### config.mk
export PLATFORM = sky130hd
export DESIGN_NAME = aomc_ctrl
export DESIGN_NICKNAME = d
export VERILOG_FILES = /design/src/rtl/aomc_pkg.sv /design/src/rtl/aomc_ctrl.sv
export VERILOG_INCLUDE_DIRS = /design/src /design/src/rtl
export SDC_FILE = /design/constraint.sdc
export NUM_CORES = 1
export LEC_CHECK = 0
export ABC_CLOCK_PERIOD_IN_PS = 7300
export BUFFER_PORTS_ARGS = -buffer_cell sky130_fd_sc_hd__buf_2
export CORE_ASPECT_RATIO = 1.75
export CORE_UTILIZATION = 40
export DETAILED_ROUTE_END_ITERATION = 8
export SLEW_MARGIN = 10
export SYNTH_ARGS = -nofsm -noshare
export SYNTH_HDL_FRONTEND = slang
export SYNTH_SLANG_ARGS = --single-unit
### constraint.sdc
create_clock -name ref_clk -period 7.3 [get_ports ref_clk]
set_input_delay 1.825 -clock ref_clk [delete_from_list [all_inputs] [get_ports ref_clk]]
set_output_delay 1.825 -clock ref_clk [all_outputs]
set_load 0.03 [all_outputs]
### src/rtl/aomc_regs.svh
// Constants for the accelerometer operating-mode controller.
// Assumes a 25 MHz ref_clk; boot waits are parameters of the top.
//
// Function
// - Supply-valid starts the boot sequence
// - Strap low: load defaults, flag, pulse
// - Strap low: pulse on pin A, optionally B
// - Strap high: also load motion parameters
// - Strap high: pulse only on pin B
// - Hibernate: only wake logic, bus off
// - Hibernate discards host register values
// - Strap low: wake-line edge wakes hibernate
// - Strap high: motion line high wakes, detects
// - Strap high: bus only after boot
// - Standby: sensing off, bus available
// - Active: sensing power-cycled, bus available
// - Auto-sleep count nonzero enables wake/sleep
// - Strap high: auto wake/sleep default off
// - Pin B rising edge starts measurement
// - After measurement return to trigger wait
// - Active to standby keeps registers
// - Strap low: hibernate request enters hibernate
// - Strap high: motion low hold enters hibernate
`ifndef AOMC_REGS_SVH
`define AOMC_REGS_SVH
`define AOMC_CLK_NS          40
`define AOMC_BOOT_LOW_NS     1000000
`define AOMC_BOOT_HIGH_NS    1000000
`define AOMC_PULSE_LOW_NS    1000
`define AOMC_PULSE_HIGH_NS   1000
`define AOMC_HIB_HOLD_NS     1000000
`define AOMC_OTP_WORDS       4
`define AOMC_OTP_MOT_WORDS   4
`define AOMC_MEAS_CYCLES     16
`endif

### src/rtl/aomc_pkg.sv
// Types of the operating-mode controller.
// Assumes no other package is needed.
package aomc_pkg;
   typedef enum logic [3:0] {
      ST_OFF      = 4'h0,
      ST_OTP      = 4'h1,
      ST_OTP_MOT  = 4'h2,
      ST_BOOTWAIT = 4'h3,
      ST_STANDBY  = 4'h4,
      ST_WAKE     = 4'h5,
      ST_SLEEP    = 4'h6,
      ST_TRIGWAIT = 4'h7,
      ST_MEASURE  = 4'h8,
      ST_HIB      = 4'h9
   } aomc_state_type;
endpackage

### src/rtl/aomc_ctrl.sv
// Operating-mode sequencer of an accelerometer.
// Assumes all inputs synchronous to ref_clk; bits arrive as ports.
`timescale 1ns/100ps
`include "aomc_regs.svh"
module aomc_ctrl import aomc_pkg::*; #(
   parameter int BOOT_LOW_CYC  = (`AOMC_BOOT_LOW_NS / `AOMC_CLK_NS),
   parameter int BOOT_HIGH_CYC = (`AOMC_BOOT_HIGH_NS / `AOMC_CLK_NS),
   parameter int HIB_HOLD_CYC  =
      (`AOMC_HIB_HOLD_NS + `AOMC_CLK_NS - 1) / `AOMC_CLK_NS,
   parameter int CNT_W         = 20
) (
   input  wire logic ref_clk,
   input  wire logic reset,
   input  wire logic supply_valid,
   input  wire logic boot_strap_select,
   input  wire logic wake_line,
   input  wire logic motion_detect_line,
   input  wire logic event_pin_b_in,
   input  wire logic boot_pulse_enable,
   input  wire logic boot_pulse_to_b,
   input  wire logic active_request,
   input  wire logic hibernate_request,
   input  wire logic pin_b_function_select,
   input  wire logic [7:0] auto_sleep_count,
   input  wire logic activity_seen,
   input  wire logic inactivity_seen,
   output logic      boot_complete_flag,
   output logic      event_pin_a,
   output logic      event_pin_b,
   output logic      event_pin_b_oe,
   output logic      bus_enable,
   output logic      sense_enable,
   output logic      otp_load,
   output logic      otp_motion_load,
   output logic      regs_clear,
   output logic      active_regs_reset,
   output logic      auto_sleep_enable,
   output logic      sleep_mode,
   output logic      measure_busy
);
   localparam int PULSE_LOW_CYC  =
      (`AOMC_PULSE_LOW_NS / `AOMC_CLK_NS) < 1 ? 1 :
      (`AOMC_PULSE_LOW_NS / `AOMC_CLK_NS);
   localparam int PULSE_HIGH_CYC =
      (`AOMC_PULSE_HIGH_NS / `AOMC_CLK_NS) < 1 ? 1 :
      (`AOMC_PULSE_HIGH_NS / `AOMC_CLK_NS);

   aomc_state_type   state_ff, nxt_state;
   logic [CNT_W-1:0] cnt_ff, nxt_cnt;
   logic [CNT_W-1:0] pulse_ff, nxt_pulse;
   logic [CNT_W-1:0] hold_ff, nxt_hold;
   logic             pulse_b_ff, nxt_pulse_b;
   logic             wake_ff, nxt_wake;
   logic             trig_ff, nxt_trig;
   logic             strap_ff, nxt_strap;
   logic             flag_ff, nxt_flag;
   logic             asleep_ff, nxt_asleep;
   logic             pin_a_ff, pin_b_ff, b_oe_ff;
   logic             bus_ff, sense_ff, otp_ff, otpm_ff, clr_ff, ars_ff;
   logic             busy_ff, slp_ff;
   logic             nxt_pin_a, nxt_pin_b, nxt_b_oe, nxt_bus, nxt_sense;
   logic             nxt_otp, nxt_otpm, nxt_clr, nxt_ars, nxt_busy, nxt_slp;

   // True while bus access is allowed in a mode
   function automatic logic bus_mode(input aomc_state_type s);
      return (s == ST_STANDBY) || (s == ST_WAKE) || (s == ST_SLEEP) ||
             (s == ST_TRIGWAIT) || (s == ST_MEASURE);
   endfunction

   // Mode sequencer and its counters
   always_comb begin
      nxt_state   = state_ff;
      nxt_cnt     = cnt_ff;
      nxt_pulse   = (pulse_ff != '0) ? pulse_ff - 1'b1 : pulse_ff;
      nxt_pulse_b = pulse_b_ff;
      nxt_hold    = motion_detect_line ? '0 :
                    (hold_ff < CNT_W'(HIB_HOLD_CYC)) ? hold_ff + 1'b1
                                                     : hold_ff;
      nxt_wake    = wake_line;
      nxt_trig    = event_pin_b_in;
      nxt_strap   = strap_ff;
      nxt_flag    = flag_ff;
      nxt_asleep  = asleep_ff;
      case (state_ff)
         ST_OFF: begin
            if (supply_valid) begin
               nxt_strap = boot_strap_select; // Strap caught after release
               nxt_state = ST_OTP;
               nxt_cnt   = CNT_W'(`AOMC_OTP_WORDS);
            end
         end
         ST_OTP: begin
            if (cnt_ff == '0) begin
               nxt_state = strap_ff ? ST_OTP_MOT : ST_BOOTWAIT;
               nxt_cnt   = strap_ff ? CNT_W'(`AOMC_OTP_MOT_WORDS)
                                    : CNT_W'(BOOT_LOW_CYC);
            end else begin
               nxt_cnt = cnt_ff - 1'b1;
            end
         end
         ST_OTP_MOT: begin
            if (cnt_ff == '0) begin
               nxt_state = ST_BOOTWAIT;
               nxt_cnt   = CNT_W'(BOOT_HIGH_CYC);
            end else begin
               nxt_cnt = cnt_ff - 1'b1;
            end
         end
         ST_BOOTWAIT: begin
            if (cnt_ff == '0) begin
               nxt_flag   = 1'b1;
               // Strap high forces pin B; no route to A exists
               nxt_pulse_b = strap_ff | boot_pulse_to_b;
               if (boot_pulse_enable) begin
                  nxt_pulse = strap_ff ? CNT_W'(PULSE_HIGH_CYC)
                                       : CNT_W'(PULSE_LOW_CYC);
               end
               nxt_asleep = ~strap_ff;
               // Strap high goes straight to motion detection
               nxt_state  = strap_ff ? ST_WAKE : ST_STANDBY;
            end else begin
               nxt_cnt = cnt_ff - 1'b1;
            end
         end
         ST_STANDBY: begin
            if (strap_ff && hold_ff == CNT_W'(HIB_HOLD_CYC)) begin
               nxt_state = ST_HIB;
            end else if (!strap_ff && hibernate_request) begin
               nxt_state = ST_HIB;
            end else if (!strap_ff && pin_b_function_select) begin
               nxt_state = ST_TRIGWAIT;
            end else if (active_request) begin
               nxt_state = ST_WAKE;
            end
         end
         ST_WAKE, ST_SLEEP: begin
            if (strap_ff && hold_ff == CNT_W'(HIB_HOLD_CYC)) begin
               nxt_state = ST_HIB;
            end else if (!active_request && !strap_ff) begin
               nxt_state = ST_STANDBY;
            end else if (auto_sleep_count != 8'h00) begin
               if (state_ff == ST_WAKE && inactivity_seen) begin
                  nxt_state = ST_SLEEP;
               end else if (state_ff == ST_SLEEP && activity_seen) begin
                  nxt_state = ST_WAKE;
               end
            end
         end
         ST_TRIGWAIT: begin
            if (!pin_b_function_select || strap_ff) begin
               nxt_state = ST_STANDBY;
            end else if (event_pin_b_in && !trig_ff) begin
               nxt_state = ST_MEASURE;
               nxt_cnt   = CNT_W'(`AOMC_MEAS_CYCLES);
            end
         end
         ST_MEASURE: begin
            if (cnt_ff == '0) begin
               nxt_state = ST_TRIGWAIT;
            end else begin
               nxt_cnt = cnt_ff - 1'b1;
            end
         end
         ST_HIB: begin
            nxt_flag = 1'b0;
            if (!strap_ff && (wake_line != wake_ff)) begin
               nxt_state = ST_OTP;
               nxt_cnt   = CNT_W'(`AOMC_OTP_WORDS);
            end else if (strap_ff && motion_detect_line) begin
               nxt_state = ST_OTP;
               nxt_cnt   = CNT_W'(`AOMC_OTP_WORDS);
            end
         end
         default: nxt_state = ST_OFF;
      endcase
      if (!supply_valid) begin
         nxt_state = ST_OFF;
         nxt_flag  = 1'b0;
         // A pulse cut by supply loss must not leak into the next boot
         nxt_pulse = '0;
      end
   end

   // State registers
   always_ff @(posedge ref_clk) begin
      if (reset) begin
         state_ff   <= ST_OFF;
         cnt_ff     <= '0;
         pulse_ff   <= '0;
         pulse_b_ff <= 1'b0;
         hold_ff    <= '0;
         wake_ff    <= 1'b0;
         trig_ff    <= 1'b0;
         strap_ff   <= 1'b0;
         flag_ff    <= 1'b0;
         asleep_ff  <= 1'b0;
      end else begin
         state_ff   <= nxt_state;
         cnt_ff     <= nxt_cnt;
         pulse_ff   <= nxt_pulse;
         pulse_b_ff <= nxt_pulse_b;
         hold_ff    <= nxt_hold;
         wake_ff    <= nxt_wake;
         trig_ff    <= nxt_trig;
         strap_ff   <= nxt_strap;
         flag_ff    <= nxt_flag;
         asleep_ff  <= nxt_asleep;
      end
   end

   // Output next values, decoded from the mode being entered (active_regs_reset from the standby-to-wake step); pins A and B from the pulse counter
   always_comb begin
      nxt_pin_a = (nxt_pulse != '0) && !nxt_pulse_b;
      nxt_pin_b = (nxt_pulse != '0) && nxt_pulse_b;
      // Pin B is an input while it serves as the trigger
      nxt_b_oe  = !(nxt_state == ST_TRIGWAIT || nxt_state == ST_MEASURE);
      nxt_bus   = bus_mode(nxt_state);
      nxt_sense = (nxt_state == ST_WAKE) ||
                  (nxt_state == ST_MEASURE);
      nxt_otp   = (nxt_state == ST_OTP);
      nxt_otpm  = (nxt_state == ST_OTP_MOT);
      nxt_clr   = (nxt_state == ST_HIB) || (nxt_state == ST_OFF);
      nxt_ars   = (state_ff == ST_STANDBY) && (nxt_state == ST_WAKE);
      nxt_busy  = (nxt_state == ST_MEASURE);
      nxt_slp   = (nxt_state == ST_SLEEP);
   end

   // Output registers, in step with the mode they describe
   always_ff @(posedge ref_clk) begin
      if (reset) begin
         pin_a_ff <= 1'b0;
         pin_b_ff <= 1'b0;
         b_oe_ff  <= 1'b0;
         bus_ff   <= 1'b0;
         sense_ff <= 1'b0;
         otp_ff   <= 1'b0;
         otpm_ff  <= 1'b0;
         clr_ff   <= 1'b0;
         ars_ff   <= 1'b0;
         busy_ff  <= 1'b0;
         slp_ff   <= 1'b0;
      end else begin
         pin_a_ff <= nxt_pin_a;
         pin_b_ff <= nxt_pin_b;
         b_oe_ff  <= nxt_b_oe;
         bus_ff   <= nxt_bus;
         sense_ff <= nxt_sense;
         otp_ff   <= nxt_otp;
         otpm_ff  <= nxt_otpm;
         clr_ff   <= nxt_clr;
         ars_ff   <= nxt_ars;
         busy_ff  <= nxt_busy;
         slp_ff   <= nxt_slp;
      end
   end

   assign boot_complete_flag = flag_ff;
   assign event_pin_a        = pin_a_ff;
   assign event_pin_b        = pin_b_ff;
   assign event_pin_b_oe     = b_oe_ff;
   assign bus_enable         = bus_ff;
   assign sense_enable       = sense_ff;
   assign otp_load           = otp_ff;
   assign otp_motion_load    = otpm_ff;
   assign regs_clear         = clr_ff;
   assign active_regs_reset  = ars_ff;
   assign auto_sleep_enable  = asleep_ff;
   assign sleep_mode         = slp_ff;
   assign measure_busy       = busy_ff;
endmodule

==> qor.txt <==
Number of CTS-inserted buffers: 9
Compound-gate portion of the synthesized area: 17.6%
Finished Layout Cells: 709
Crit path from: wake_line
Ant. Diodes: 0
Measured slew at the worst slew-check pin: 0.772 ns
Total die area: 11600 um^2
Post-CTS setup buffers: 0
Syn Area/Cell: 8.08 um^2
Critical path buffers and inverters: 1
FF-to-FF path depth: 9
Clk root buf: clkbuf_16
Maximum fanout along the worst path: 16
Final Max Slew Viols: 0
Fin. Hold Viols: 0
Reg2Reg Launch Point: pulse_ff[0]
Post-DR wirelength/cell: 16.9 um
Kind of end point of the critical path: flop
Synth cell types: 75
Core area: 10800 um^2
Critical-path top delay cell: or4b_2
Initial antenna violation count: 0
Post-synthesis cell area: 4440 um^2
Layout Nets: 601
Final period util: 52.9%
WP data arrival: 4.12 ns
Post-cts gate resize count: 0
Iteration-0 DRC Markers: 147
Fin util: 46.4%
Vias: 4156
DIE WIDTH: 81.7 um
Worst Path Required: 7.56 ns
Int Pwr: 1.17 mW
Yosys reg bits: 81
Die height: 141 um
Routed WL: 12000 um
Gate Count Post-Synth: 550
DRC violations left: 0
CTS tree: built
Stages on the worst setup path: 8
Routed Antenna Nets: 0
# setup viols final: 0
Placed Cells: 693
Hold_sp: hold_ff[18]
Global-route wire length before repair: 19500 um
Io pins: 35
Kind of critical path: in2reg
Clock sink count: 81
H-tree levels: 3
Number of synthesized flops with an enable pin: 0
Hold WC Path Type: reg2reg
IO Port Bufs: 34
Post-synthesis sequential area ratio: 36.5%
CTS Buffer Depth: 2
Top delay family on crit path: simple AND/OR/NAND/NOR gates
Hold WS: 0.467 ns
Pre-CTS WS: 3.08 ns
Switching part of the total power: 43.3%
Yosys Warn Count: 0
Commonest cells after routing, fill and taps aside: nor2_1, dfxtp_1, nand2_1
Max Fclk: 0.259 GHz
Synthesis-to-layout area growth: 12.3%
Async SR Flop Fraction: 0%
Setup WS post-layout: 3.44 ns
Primary FF master, synth: dfxtp_1
Skew-Pair Late Insertion Delay: 0.34 ns
Syn Nets: 577
Mux contribution to synthesized area: 0.901%
FP Rows: 50
P_sw: 0.894 mW
Crit path time final: 3.86 ns
Seq pwr share: 28.4%
Most common cell after layout, fill and taps aside: nor2_1
Power Density: 414 nW/um^2
VDD IR max: 0.260 mV
Cts hold-fix bufs: 0
Outcome: completed
Overall Power: 2.07 mW
Largest net degree at the start of global routing: 26
Remaining Overflow, GRT: 0
Combinational fraction of design power: 49.3%
Vias/cell: 5.86
Vias in the first global route: 4122
Worst Clk Skew: 0.00702 ns
Startpoint types: input port
Share of layout cells above drive strength 1: 13.3%
Fin area: 4990 um^2
Total Routing Usage GR: 22.2%
Simple-gate share of the synthesized area: 33.4%
Clock power frac: 22.3%
Largest family of logic cells by synthesized area: simple AND/OR/NAND/NOR gates
Post-DP HPWL: 9110 um
Placed instance area: 4690 um^2
Largest stage delay on the critical path: 0.70 ns
Routability cong.: 0.974
Clock transition at the registers of the reported paths: 0.06 ns
Initial Util: 41.3%
RSZ-0062 raised after global routing: no
Setup TNS: 0 ns
Worst-path cell chain: buf_2 > xnor2_1 > o21ai_0 > or2_2 > a32oi_1 > or2_1 > or4b_2 > a31oi_1
Max Cap Viol: 0
Leakage power figure: 1.88 nW
Pre-Repair DR Iteration Count: 5
WHS Path Cells: 1
Relative slew margins: 48.6%
Adder-Cell Fraction of Synth Area: 1.41%
Post-Synth XOR/XNOR Area: 6.50%
routing by layer:
metal | wire, um | vias up | share of wire (%) | track usage [%]
met5 | 0 | - | 0 | 0
met4 | 528 | 0 | 4.4 | 12.8
met3 | 366 | 34 | 3.1 | 4.05
met2 | 6640 | 95 | 56 | 41.2
met1 | 4420 | 1967 | 37 | 21.9
li1 | - | 2060 | - | -
final timing paths:
path,slack [ns],end
worst max-delay path,3.44,cnt_ff[13]
worst min-delay path,0.47,hold_ff[18]
worst max register to register,4.06,event_pin_a
worst min register to register,0.47,hold_ff[18]
flip-flops by register name (all words and copies together) (netlist names), 4 cells and up:
name,flops
state_ff,4
cnt_ff,20
pulse_ff,20
hold_ff,20
cell type report:
class                   count  area, um^2
fillers                  1097        5770
clock inverters             7        77.6
multi-input cells         429        2660
well taps                 130         163
repair buffers             35         178
flip-flops and latches     81        1620
inverters                  18        67.6
clock buffers               9         225
synth_stat cells (all sizes together), types with 6 or more instances:
cell type	n	area share [%]
nand2b	7	0.99
and2	8	1.1
nor4	21	3.6
nor2	83	7.0
and3	6	0.84
nand2	39	3.4
nor3	18	2.3
or4	12	2.2
clkbuf	18	1.5
nand4	14	2.0
nand3	13	1.5
or2	9	1.3
nor2b	6	0.84
xor2	9	1.8
o21ai	25	2.9
xnor2	24	4.7
o31ai	6	1.1
inv	16	1.4
a21oi	31	3.6
dfxtp	81	36
or3	13	1.8
power by group through the flow:
| stage | clock network (mW) | registers [mW] | logic, mW |
|---|---|---|---|
| floorplan | 0 | 0.575 | 0.797 |
| global placement | 0 | 0.594 | 1.00 |
| detailed placement | 0 | 0.596 | 1.00 |
| CTS | 0.472 | 0.586 | 1.01 |
| global route | 0.489 | 0.598 | 1.13 |
| finish | 0.460 | 0.588 | 1.02 |
cells by family (layout without fill, tap and decap cells):
kind of cell / count (synthesis) / in the layout
buffers and inverters: 40 / 69
adders and majority gates: 5 / 5
muxes: 4 / 4
and+or+nand+nor: 271 / 271
xor gates and xnor gates: 33 / 33
AOI/OAI and AO/OA: 116 / 116
DFF: 81 / 81
Note: power is estimated with default switching activity, not from simulation.
